===== src/core_timing_map.svh =====
// timing counts and widths for the core memory cycle controller
`ifndef CORE_TIMING_MAP_SVH
`define CORE_TIMING_MAP_SVH

`define CLK_PERIOD_NS       4
`define ADDR_WIDTH          12
`define DATA_WIDTH          17
`define TIMER_WIDTH         8

// nominal times in ns, rounded up to whole cycles
`define ADDR_SETUP_NS       20
`define EARLY_TO_LATE_NS    60
`define READ_WIDTH_NS       300
`define READ_TO_INHIBIT_NS  120
`define INHIBIT_TO_WRITE_NS 60
`define WRITE_WIDTH_NS      420
`define WRITE_TO_END_NS     60

`define NS_TO_CYC(ns) (((ns) + `CLK_PERIOD_NS - 1) / `CLK_PERIOD_NS)

`define ADDR_SETUP_CYC      `NS_TO_CYC(`ADDR_SETUP_NS)
`define EARLY_TO_LATE_CYC   `NS_TO_CYC(`EARLY_TO_LATE_NS)
`define LATE_TO_RISE_CYC    `NS_TO_CYC(`READ_WIDTH_NS - `EARLY_TO_LATE_NS)
`define READ_TO_INHIBIT_CYC `NS_TO_CYC(`READ_TO_INHIBIT_NS)
`define INHIBIT_TO_WRITE_CYC `NS_TO_CYC(`INHIBIT_TO_WRITE_NS)
`define WRITE_WIDTH_CYC     `NS_TO_CYC(`WRITE_WIDTH_NS)
`define WRITE_TO_END_CYC    `NS_TO_CYC(`WRITE_TO_END_NS)

`endif


===== src/core_timing_pkg.sv =====
// types for the core memory cycle controller
`include "core_timing_map.svh"
package core_timing_pkg;

  typedef enum logic {
    OP_READ_RESTORE,
    OP_ERASE_WRITE
  } cycle_op_t;

  typedef struct packed {
    cycle_op_t                  op;
    logic [`ADDR_WIDTH-1:0]     addr;
    logic [`DATA_WIDTH-1:0]     wdata;
  } cycle_req_t;

  typedef struct packed {
    logic early_read_strobe_n;
    logic late_read_strobe_n;
    logic inhibit_strobe_n;
    logic write_drive_strobe_n;
  } strobes_t;

  typedef enum {
    ST_IDLE,
    ST_SETUP,
    ST_EARLY,
    ST_LATE,
    ST_GAP,
    ST_INHIBIT,
    ST_WRITE,
    ST_TAIL
  } cycle_state_t;

endpackage


===== src/interval_timer.sv =====
// down counter that times one phase of the memory cycle
`timescale 1ns/100ps
`include "core_timing_map.svh"
module interval_timer #(
  parameter int WIDTH = `TIMER_WIDTH
) (
  input  wire logic             clock,
  input  wire logic             rst,
  input  wire logic             load,
  input  wire logic [WIDTH-1:0] load_value,
  output logic                  expired
);

  logic [WIDTH-1:0] count_r;

  // --------------------------------------------------------------
  // counter
  // --------------------------------------------------------------
  // load with phase length minus one, count down to zero
  always_ff @(posedge clock or posedge rst)
  begin
    if (rst)
    begin
      count_r <= '0;
    end
    else if (load)
    begin
      count_r <= load_value;
    end
    else if (count_r != '0)
    begin
      count_r <= count_r - 1'b1;
    end
  end

  assign expired = (count_r == '0);

endmodule


===== src/core_cycle_ctrl.sv =====
// controller that runs read-restore and erase-write cycles on a core memory board
// Operation
// - address settles before early read falls; that edge is time zero
// - late read falls 60 ns after early read
// - both read strobes rise together at 300 ns
// - inhibit falls 120 ns after read strobes rise
// - write drive falls 60 ns after inhibit falls
// - write drive rises 60 ns before inhibit rises, ending the cycle
// - write data lines are active low: high stores zero, low stores one
// - all widths and spacings within plus or minus 9 ns of nominal
// - top three address lines select one of eight boards; no board select here, all twelve lines address the one 4096-word model board
`timescale 1ns/100ps
`include "core_timing_map.svh"
module core_cycle_ctrl #(
  parameter int ADDR_W = `ADDR_WIDTH,
  parameter int DATA_W = `DATA_WIDTH
) (
  input  wire logic                       clock,
  input  wire logic                       rst,
  // user side
  input  wire logic                       req_valid,
  output logic                            req_ready,
  input  wire core_timing_pkg::cycle_req_t req,
  output logic                            done,
  output logic [DATA_W-1:0]               read_data,
  output logic                            parity_fitted,
  // memory board pins
  output logic [ADDR_W-1:0]               word_address_lines,
  output logic                            early_read_strobe_n,
  output logic                            late_read_strobe_n,
  output logic                            inhibit_strobe_n,
  output logic                            write_drive_strobe_n,
  output logic [DATA_W-1:0]               write_data_lines,
  input  wire logic [DATA_W-1:0]          sense_output_bus,
  input  wire logic                       parity_present_n
);

  localparam int TW = `TIMER_WIDTH;

  core_timing_pkg::cycle_state_t state_r;
  core_timing_pkg::cycle_state_t state_nxt;
  core_timing_pkg::strobes_t     strobes_r;
  core_timing_pkg::strobes_t     strobes_nxt;
  core_timing_pkg::cycle_op_t    op_r;
  logic [DATA_W-1:0]             data_r;
  logic [DATA_W-1:0]             sense_meta_r;
  logic [DATA_W-1:0]             sense_sync_r;
  logic                          parity_meta_r;
  logic                          parity_sync_r;
  logic                          timer_load;
  logic [TW-1:0]                 timer_value;
  logic                          expired;
  logic                          done_r;
  logic                          parity_fitted_r;

  // phase length in cycles as a timer load value
  function automatic logic [TW-1:0] phase_len(input int cycles);
    phase_len = TW'(cycles - 1);
  endfunction

  // strobe levels for a given state, all high when idle
  function automatic core_timing_pkg::strobes_t strobes_for(input core_timing_pkg::cycle_state_t st);
    core_timing_pkg::strobes_t s;
    s = '{1'b1, 1'b1, 1'b1, 1'b1};
    unique case (st)
      core_timing_pkg::ST_IDLE, core_timing_pkg::ST_SETUP, core_timing_pkg::ST_GAP: ;
      core_timing_pkg::ST_EARLY:   s.early_read_strobe_n = 1'b0;
      core_timing_pkg::ST_LATE:
      begin
        s.early_read_strobe_n = 1'b0;
        s.late_read_strobe_n  = 1'b0;
      end
      core_timing_pkg::ST_INHIBIT, core_timing_pkg::ST_TAIL: s.inhibit_strobe_n = 1'b0;
      core_timing_pkg::ST_WRITE:
      begin
        s.inhibit_strobe_n     = 1'b0;
        s.write_drive_strobe_n = 1'b0;
      end
    endcase
    return s;
  endfunction

  // --------------------------------------------------------------
  // pin input synchronisers
  // --------------------------------------------------------------
  // sense bus and parity level come from the board, two flops each
  always_ff @(posedge clock or posedge rst)
  begin
    if (rst)
    begin
      sense_meta_r  <= '0;
      sense_sync_r  <= '0;
      parity_meta_r <= 1'b1;
      parity_sync_r <= 1'b1;
    end
    else
    begin
      sense_meta_r  <= sense_output_bus;
      sense_sync_r  <= sense_meta_r;
      parity_meta_r <= parity_present_n;
      parity_sync_r <= parity_meta_r;
    end
  end

  // --------------------------------------------------------------
  // phase sequencing
  // --------------------------------------------------------------
  interval_timer #(
    .WIDTH      (TW)
  ) u_timer (
    .clock      (clock),
    .rst        (rst),
    .load       (timer_load),
    .load_value (timer_value),
    .expired    (expired)
  );

  // next phase and its length; every phase edge is timed from the last
  always_comb
  begin
    state_nxt   = state_r;
    timer_load  = 1'b0;
    timer_value = '0;
    unique case (state_r)
      core_timing_pkg::ST_IDLE:
        if (req_valid)
        begin
          state_nxt   = core_timing_pkg::ST_SETUP;
          timer_load  = 1'b1;
          timer_value = phase_len(`ADDR_SETUP_CYC);
        end
      core_timing_pkg::ST_SETUP:
        if (expired)
        begin
          state_nxt   = core_timing_pkg::ST_EARLY;
          timer_load  = 1'b1;
          timer_value = phase_len(`EARLY_TO_LATE_CYC);
        end
      core_timing_pkg::ST_EARLY:
        if (expired)
        begin
          state_nxt   = core_timing_pkg::ST_LATE;
          timer_load  = 1'b1;
          timer_value = phase_len(`LATE_TO_RISE_CYC);
        end
      core_timing_pkg::ST_LATE:
        if (expired)
        begin
          state_nxt   = core_timing_pkg::ST_GAP;
          timer_load  = 1'b1;
          timer_value = phase_len(`READ_TO_INHIBIT_CYC);
        end
      core_timing_pkg::ST_GAP:
        if (expired)
        begin
          state_nxt   = core_timing_pkg::ST_INHIBIT;
          timer_load  = 1'b1;
          timer_value = phase_len(`INHIBIT_TO_WRITE_CYC);
        end
      core_timing_pkg::ST_INHIBIT:
        if (expired)
        begin
          state_nxt   = core_timing_pkg::ST_WRITE;
          timer_load  = 1'b1;
          timer_value = phase_len(`WRITE_WIDTH_CYC);
        end
      core_timing_pkg::ST_WRITE:
        if (expired)
        begin
          state_nxt   = core_timing_pkg::ST_TAIL;
          timer_load  = 1'b1;
          timer_value = phase_len(`WRITE_TO_END_CYC);
        end
      core_timing_pkg::ST_TAIL:
        if (expired)
        begin
          state_nxt = core_timing_pkg::ST_IDLE;
        end
    endcase
  end

  assign strobes_nxt = strobes_for(state_nxt);

  // state and strobe registers; strobes change on the edge that enters a phase
  always_ff @(posedge clock or posedge rst)
  begin
    if (rst)
    begin
      state_r   <= core_timing_pkg::ST_IDLE;
      strobes_r <= '{1'b1, 1'b1, 1'b1, 1'b1};
    end
    else
    begin
      state_r   <= state_nxt;
      strobes_r <= strobes_nxt; // both read strobes rise on one edge
    end
  end

  // --------------------------------------------------------------
  // address and data
  // --------------------------------------------------------------
  // address held from acceptance to the end of the cycle
  always_ff @(posedge clock or posedge rst)
  begin
    if (rst)
    begin
      word_address_lines <= '0;
      op_r               <= core_timing_pkg::OP_READ_RESTORE;
    end
    else if (state_r == core_timing_pkg::ST_IDLE && req_valid)
    begin
      word_address_lines <= req.addr;
      op_r               <= req.op;
    end
  end

  // write data: new word for erase-write, sensed word for read-restore
  always_ff @(posedge clock or posedge rst)
  begin
    if (rst)
    begin
      data_r <= '0;
    end
    else if (state_r == core_timing_pkg::ST_IDLE && req_valid)
    begin
      data_r <= req.wdata;
    end
    else if (state_r == core_timing_pkg::ST_LATE && expired)
    begin
      if (op_r == core_timing_pkg::OP_READ_RESTORE)
      begin
        data_r <= sense_sync_r;
      end
    end
  end

  // sensed word and parity level captured as the read strobes rise
  always_ff @(posedge clock or posedge rst)
  begin
    if (rst)
    begin
      read_data       <= '0;
      parity_fitted_r <= 1'b0;
    end
    else if (state_r == core_timing_pkg::ST_LATE && expired)
    begin
      read_data       <= sense_sync_r;
      parity_fitted_r <= ~parity_sync_r;
    end
  end

  // one-cycle completion pulse as inhibit rises
  always_ff @(posedge clock or posedge rst)
  begin
    if (rst)
    begin
      done_r <= 1'b0;
    end
    else
    begin
      done_r <= (state_r == core_timing_pkg::ST_TAIL) && expired;
    end
  end

  // --------------------------------------------------------------
  // outputs
  // --------------------------------------------------------------
  assign write_data_lines     = ~data_r; // low stores a one
  assign early_read_strobe_n  = strobes_r.early_read_strobe_n;
  assign late_read_strobe_n   = strobes_r.late_read_strobe_n;
  assign inhibit_strobe_n     = strobes_r.inhibit_strobe_n;
  assign write_drive_strobe_n = strobes_r.write_drive_strobe_n;
  assign req_ready            = (state_r == core_timing_pkg::ST_IDLE);
  assign done                 = done_r;
  assign parity_fitted        = parity_fitted_r;

endmodule


===== config.mk =====
export PLATFORM = sky130hd
export DESIGN_NAME = core_cycle_ctrl
export DESIGN_NICKNAME = d
export VERILOG_FILES = /design/src/core_timing_pkg.sv /design/src/interval_timer.sv /design/src/core_cycle_ctrl.sv
export VERILOG_INCLUDE_DIRS = /design/src
export SDC_FILE = /design/constraint.sdc
export NUM_CORES = 1
export LEC_CHECK = 0
export BUFFER_PORTS_ARGS = -buffer_cell sky130_fd_sc_hd__buf_2
export CAP_MARGIN = 5
export CORE_ASPECT_RATIO = 0.8
export CORE_MARGIN = 2
export CORE_UTILIZATION = 55
export CTS_CLUSTER_SIZE = 10
export DETAILED_ROUTE_END_ITERATION = 12
export PLACE_DENSITY = 0.86
export SLEW_MARGIN = 10
export SYNTH_ARGS = -nofsm -noshare
export SYNTH_HDL_FRONTEND = slang
export SYNTH_SLANG_ARGS = --single-unit

===== constraint.sdc =====
create_clock -name clock -period 8.5 [get_ports clock]
set_input_delay 2.125 -clock clock [delete_from_list [all_inputs] [get_ports clock]]
set_output_delay 2.125 -clock clock [all_outputs]
set_load 0.03 [all_outputs]

==> key figures, run 1 <==
Run status
  – Status: completed

CTS
  – Total CTS buffers: 17
  – Post-CTS setup buffer count: 0
  – # resized after CTS: 0
  – Hold buffers post-CTS: 0
  – CTS tree: yes
  – Longest Clk Path Bufs: 2
  – Worst-Skew Late Latency: 410 ps
  – H-tree depth: 4
  – CTS Sinks: 129
  – Clock slew at reported path FFs: 50 ps
  – Clock root cell: clkbuf_16

Hold path
  – Hold Path Cell Cnt: 0
  – Hold Path End: sense_sync_r[7]
  – HP Class: reg2reg
  – Hold_sp: sense_meta_r[7]

Placement
  – # port buffers: 103
  – Worst slack, placed: 4490 ps
  – Placed instance count: 587
  – Placer Congestion: 0.813
  – DP Area: 5620 um^2
  – HPWL after DPL: 6480 um

Final layout
  – Most common cell after layout, fill and taps aside: dfrtp_1
  – Inserted Diodes: 0
  – Nets: 543
  – P&R area growth vs syn: 25.1%
  – Post-Layout Cell Count: 619
  – Layout cells sized above 1: 0.381
  – Most frequent cells in the layout: dfrtp_1, buf_2, and2_1
  – Fin area: 6260 um^2
  – Post-Route Utilization: 0.699

Power
  – Seq pwr share: 0.438
  – PwrDens: 229 nW/um^2
  – Pwr Total: 1.43 mW
  – Clk pwr share: 0.545
  – Internal power: 1.15 mW
  – Gate power share: 0.017
  – Leakage: 3.21 nW
  – Switch share: 0.196
  – Peak VDD IR: 211 uV
  – Net Switching: 0.280 mW

STA
  – Min Tclk post-route: 4090 ps
  – Hold violation count in the final report: 0
  – Worst slew pin tran: 991 ps
  – Fmax achieved: 0.244 GHz
  – Max-Slew Margin vs Limit: 0.338
  – RSZ-0062 raised after global routing: false
  – Final Max Tran Viols: 0
  – Sum of negative setup slack: 0 ps
  – Final Skew: 7.43 ps
  – PnR worst setup slack: 4410 ps
  – Final setup vio count: 0
  – Final Cycle Share: 0.482
  – Hold WS: 350 ps

Detailed routing
  – Drt wl/cell: 16.5 um
  – DRT Wirelength: 10200 um
  – Avg Vias per Cell: 5.34
  – Routed Antenna Nets: 0
  – DRC: 0
  – DR pass1 iterations: 5
  – Detailed Route Iter0 Violations: 196
  – Total number of vias: 3306

Global route
  – Number of global-route vias before repair: 3294
  – First-pass GRT wire length: 16100 um
  – Antenna violations before repair: 0
  – Grt total ovfl: 0
  – Global-route usage over all layers: 0.212
  – Largest net degree at the start of global routing: 93

Synth
  – Mapped Cells: 381
  – Syn Area/Cell: 13.1 um^2
  – Post-synthesis sequential area ratio: 0.646
  – Syn_nets: 433
  – Yosys reg bits: 129
  – Synth warn: 0
  – Yosys cell types: 44
  – EDFF count, synth: 0
  – Post-synth ARST share: 1.00
  – Synthesized area: 5010 um^2
  – Ys flop type: dfrtp_1

Setup path
  – Worst path cell trace: nor4_1 -> and4_2 -> and3_1 -> buf_2
  – Critical Path RT: 6380 ps
  – Worst reg2reg path depth: 4
  – R2R Path Start: state_r[0]
  – Reg2reg end: word_address_lines[7]
  – CP peak stage delay: 400 ps
  – R2r setup slk: 5670 ps
  – Arr. time, crit path: 1970 ps
  – Critical path endpoint category: primary output
  – CP max stage cell: nor4_1
  – Startpoint types: register
  – Worst Path Max Fanout: 3
  – Worst Path Class, Setup: reg2out

Floorplan
  – Area of the core: 8960 um^2
  – Starting Density: 0.559
  – Die ar.: 9890 um^2
  – Boundary pin count: 104
  – # rows: 31
  – Overall die width: 111 um
  – Die H: 89.4 um

Job
  – Max Cap Viol: 0
power groups by stage:
| stage | Combinational [mW] | Sequential [mW] | Clock, mW |
|---|---|---|---|
| after detailed placement | 0.0244 | 0.638 | 0 |
| after global routing | 0.0278 | 0.628 | 0.816 |
| after CTS | 0.0247 | 0.628 | 0.791 |
| after global placement | 0.0237 | 0.637 | 0 |
| after floorplan | 0.00951 | 0.637 | 0 |
| final | 0.0240 | 0.628 | 0.782 |
cell type report:
cell class,count,area (um^2)
clock buffer,18,429
clock inverter,14,214
fill,572,2700
inverter,21,81.3
multi-input combinational,215,1610
sequential,129,3240
tap,115,144
timing repair buffer,107,549
registers in the layout (all words and copies together) (netlist names):
signal and count:
state_r 32, data_r 17, read_data 17, sense_meta_r 17, sense_sync_r 17, word_address_lines 12
u_timer.count_r 8, done 1, early_read_strobe_n 1, inhibit_strobe_n 1, late_read_strobe_n 1, op_r 1
parity_fitted 1, parity_meta_r 1, parity_sync_r 1, write_drive_strobe_n 1
worst max-delay path: cells and delay by family, from the launching register on:
kind                   cells  cell delay [ps]
and+or+nand+nor            3              980
DFF                        1              380
buffers and inverters      1              210
how the worst max path moves through the flow:
stage | start | endpoint | slack (ps) | cells after the start
after global placement | req_valid | word_address_lines[4] | 4600 | 4
after global routing | state_r[18] | req_ready | 4290 | 4
after floorplan | rst | data_r[0] | 2940 | 1
final | state_r[18] | req_ready | 4410 | 4
after detailed placement | req_valid | word_address_lines[11] | 4490 | 4
after CTS | state_r[18] | req_ready | 4400 | 4
cells in the mapped netlist (all sizes together), types with 3 or more instances:
cell type | n | area (um^2)
and3 | 3 | 18.8
xnor2 | 6 | 52.6
o211ai | 3 | 22.5
dfstp | 6 | 158
nand4 | 3 | 25.0
o21ai | 4 | 20.0
buf | 6 | 60.1
nor3 | 10 | 61.3
dfrtp | 123 | 3080
nor4 | 9 | 109
a21oi | 27 | 135
nand2 | 8 | 45.0
inv | 21 | 78.8
and2 | 33 | 209
mux2i | 20 | 200
mux2 | 30 | 372
o21a | 3 | 22.5
o22ai | 4 | 25.0
clkbuf | 10 | 37.5
nand3 | 4 | 20.0
nor2 | 31 | 116
logic make-up (layout without fill, tap and decap cells):
kind of cell,after synthesis,in the layout,synth area share
multiplexers,50,50,0.114
adder cells (fa/ha/maj),1,1,0.00250
flip-flops,129,129,0.646
buffers and inverters,37,160,0.0352
XOR/XNOR,8,8,0.0140
AO/OA/AOI/OAI,44,44,0.0497
AND/OR/NAND/NOR,112,112,0.138
metal layers:
| layer | track usage | vias up | share of wire |
|---|---|---|---|
| met5 | 0 | - | 0 |
| met4 | 0.0966 | 0 | 0.022 |
| met3 | 0.0651 | 21 | 0.048 |
| met2 | 0.355 | 121 | 0.51 |
| met1 | 0.261 | 1647 | 0.42 |
| li1 | - | 1517 | - |
No activity file was read; power rests on OpenSTA's default activity.
==> run 2: changes to the inputs <==
--- a/config.mk
+++ b/config.mk
@@ -10,10 +10,10 @@
 export CAP_MARGIN = 5
 export CORE_ASPECT_RATIO = 0.8
 export CORE_MARGIN = 2
-export CORE_UTILIZATION = 55
+export CORE_UTILIZATION = 54
 export CTS_CLUSTER_SIZE = 10
 export DETAILED_ROUTE_END_ITERATION = 12
-export PLACE_DENSITY = 0.86
+export PLACE_DENSITY = 0.85
 export SLEW_MARGIN = 10
 export SYNTH_ARGS = -nofsm -noshare
 export SYNTH_HDL_FRONTEND = slang
==> constraint.sdc (replaced) <==
create_clock -name clock -period 4.23 [get_ports clock]
set_input_delay 1.0575 -clock clock [delete_from_list [all_inputs] [get_ports clock]]
set_output_delay 1.0575 -clock clock [all_outputs]
set_load 0.03 [all_outputs]
==> run 2 against run 1 <==
Net effect:
- flip-flop and latch count is the same
- clock-buffer cell count grew 6
- non-clock buffer count grew 1
- critical endpoint unchanged
==> key figures, run 2 (synthesis results as in run 1) <==
Hold path
  – Hold_sp: sense_meta_r[8]
  – Hold Path End: sense_sync_r[8]
  – HP Class: reg2reg
  – Hold Path Cell Cnt: 0

Global route
  – Global-route usage over all layers: 0.232
  – Number of global-route vias before repair: 3556
  – First-pass GRT wire length: 18000 um
  – Grt total ovfl: 0
  – Antenna violations before repair: 0
  – Largest net degree at the start of global routing: 57

Placement
  – HPWL after DPL: 6910 um
  – DP Area: 5640 um^2
  – # port buffers: 103
  – Placer Congestion: 0.923

CTS
  – Longest Clk Path Bufs: 2
  – CTS tree: yes
  – Total CTS buffers: 17
  – H-tree depth: 4
  – Clock slew at reported path FFs: 60 ps
  – # resized after CTS: 0
  – Hold buffers post-CTS: 0
  – CTS Sinks: 129
  – Worst-Skew Late Latency: 410 ps
  – Clock root cell: clkbuf_16
  – Post-CTS setup buffer count: 0

STA
  – RSZ-0062 raised after global routing: false
  – Sum of negative setup slack: 0 ps
  – Hold violation count in the final report: 0
  – Hold WS: 347 ps
  – Final setup vio count: 0
  – Final Cycle Share: 0.720
  – Max-Slew Margin vs Limit: 0.247
  – Worst slew pin tran: 1130 ps
  – Final Max Tran Viols: 0
  – Final Skew: 7.62 ps
  – Fmax achieved: 0.329 GHz
  – Min Tclk post-route: 3040 ps

Detailed routing
  – Avg Vias per Cell: 5.35
  – DRC: 0
  – Routed Antenna Nets: 0
  – DRT Wirelength: 10800 um
  – Total number of vias: 3314
  – Drt wl/cell: 17.5 um
  – Detailed Route Iter0 Violations: 213
  – DR pass1 iterations: 6

Setup path
  – Startpoint types: register
  – CP peak stage delay: 570 ps
  – Worst path cell trace: nor3_1 -> and3_1 -> buf_2
  – Critical Path RT: 3170 ps
  – Worst Path Class, Setup: reg2out
  – Critical path endpoint category: primary output
  – Arr. time, crit path: 1990 ps
  – CP max stage cell: dfrtp_1
  – R2R Path Start: u_timer.count_r[0]
  – R2r setup slk: 1300 ps
  – CP top delay family: simple AND/OR/NAND/NOR gates
  – Worst Path Max Fanout: 17
  – Reg2reg end: read_data[12]
  – Critical path buffers and inverters: 1
  – Worst reg2reg path depth: 7

Floorplan
  – Die H: 90.1 um
  – Starting Density: 0.554
  – Area of the core: 9040 um^2
  – Die ar.: 10100 um^2
  – # rows: 31
  – Boundary pin count: 104
  – Overall die width: 112 um

Final layout
  – Inserted Diodes: 0
  – Fin area: 6250 um^2
  – Layout cells sized above 1: 0.378
  – Most common cell after layout, fill and taps aside: dfrtp_1
  – P&R area growth vs syn: 24.9%
  – Multi-input logic area: 1610 um^2
  – Layout fillers: 594
  – Max reg flops: 32
  – Storage cell area: 3240 um^2
  – Largest register by flop count: state_r
  – Nets: 544
  – Most frequent cells in the layout: dfrtp_1, buf_2, and2_1

Power
  – PwrDens: 450 nW/um^2
  – Peak VDD IR: 375 uV
  – Leakage: 3.21 nW

Job
  – Max Cap Viol: 0

Run status
  – Status: completed
-- run 2: cell count changes in the layout (fill, tap and decap cells not counted), sizes merged --
cell,delta
clkbuf,+6
bufinv,-2
clkinv,-2
buf,+1
clkinvlp,-1
inv,-1
-- run 2: final cells by class --
class                   count  share of cell area
clock buffers              24              0.0786
clock inverters             8              0.0200
well taps                 115              0.0230
repair buffers            108              0.0904
inverters                  21              0.0132
multi-input cells         215               0.257
flip-flops and latches    129               0.517
-- run 2: per-stage QoR --
step	worst slack [ps]	std cells	utilization	power, mW
floorplan	1580	381	-	1.30
global placement	1490	588	0.624	1.33
detailed placement	1360	588	0.624	1.33
CTS	1170	620	0.692	2.83
global route	1090	620	0.692	2.90
finish	1190	620	0.692	2.81
-- run 2: worst max path at each step --
stage	start	to	slack, ps	depth (start not counted)
after global placement	u_timer.count_r[0]	read_data[14]	1490	7
after floorplan	rst	data_r[0]	1580	1
after CTS	state_r[0]	req_ready	1170	3
final	state_r[0]	req_ready	1190	3
after global routing	state_r[0]	req_ready	1090	3
after detailed placement	u_timer.count_r[0]	read_data[9]	1360	7
-- run 2: routing by layer --
metal  share of wire  GRT usage  vias up
met1            0.40      0.274     1660
li1                -          -     1511
met4           0.025     0.0988        0
met3           0.051     0.0688       23
met2            0.53      0.395      120
met5               0          0        -
-- run 2: worst register-to-register path: stages, from the launching register on --
cell and delay, ps:
dfrtp_1 390, inv_1 120, ha_1 200, nor3b_2 330, and2_4 320, nand2_4 90
nor3_4 930, mux2_2 430
-- run 2: report_power, final --
group          switching [mW]  total [mW]  internal, mW  leakage [nW]
logic                  0.0314      0.0512        0.0198          1.32
clock network           0.510        1.50         0.991         0.301
registers             0.00799        1.26          1.25          1.59
total                   0.550        2.81          2.26          3.21
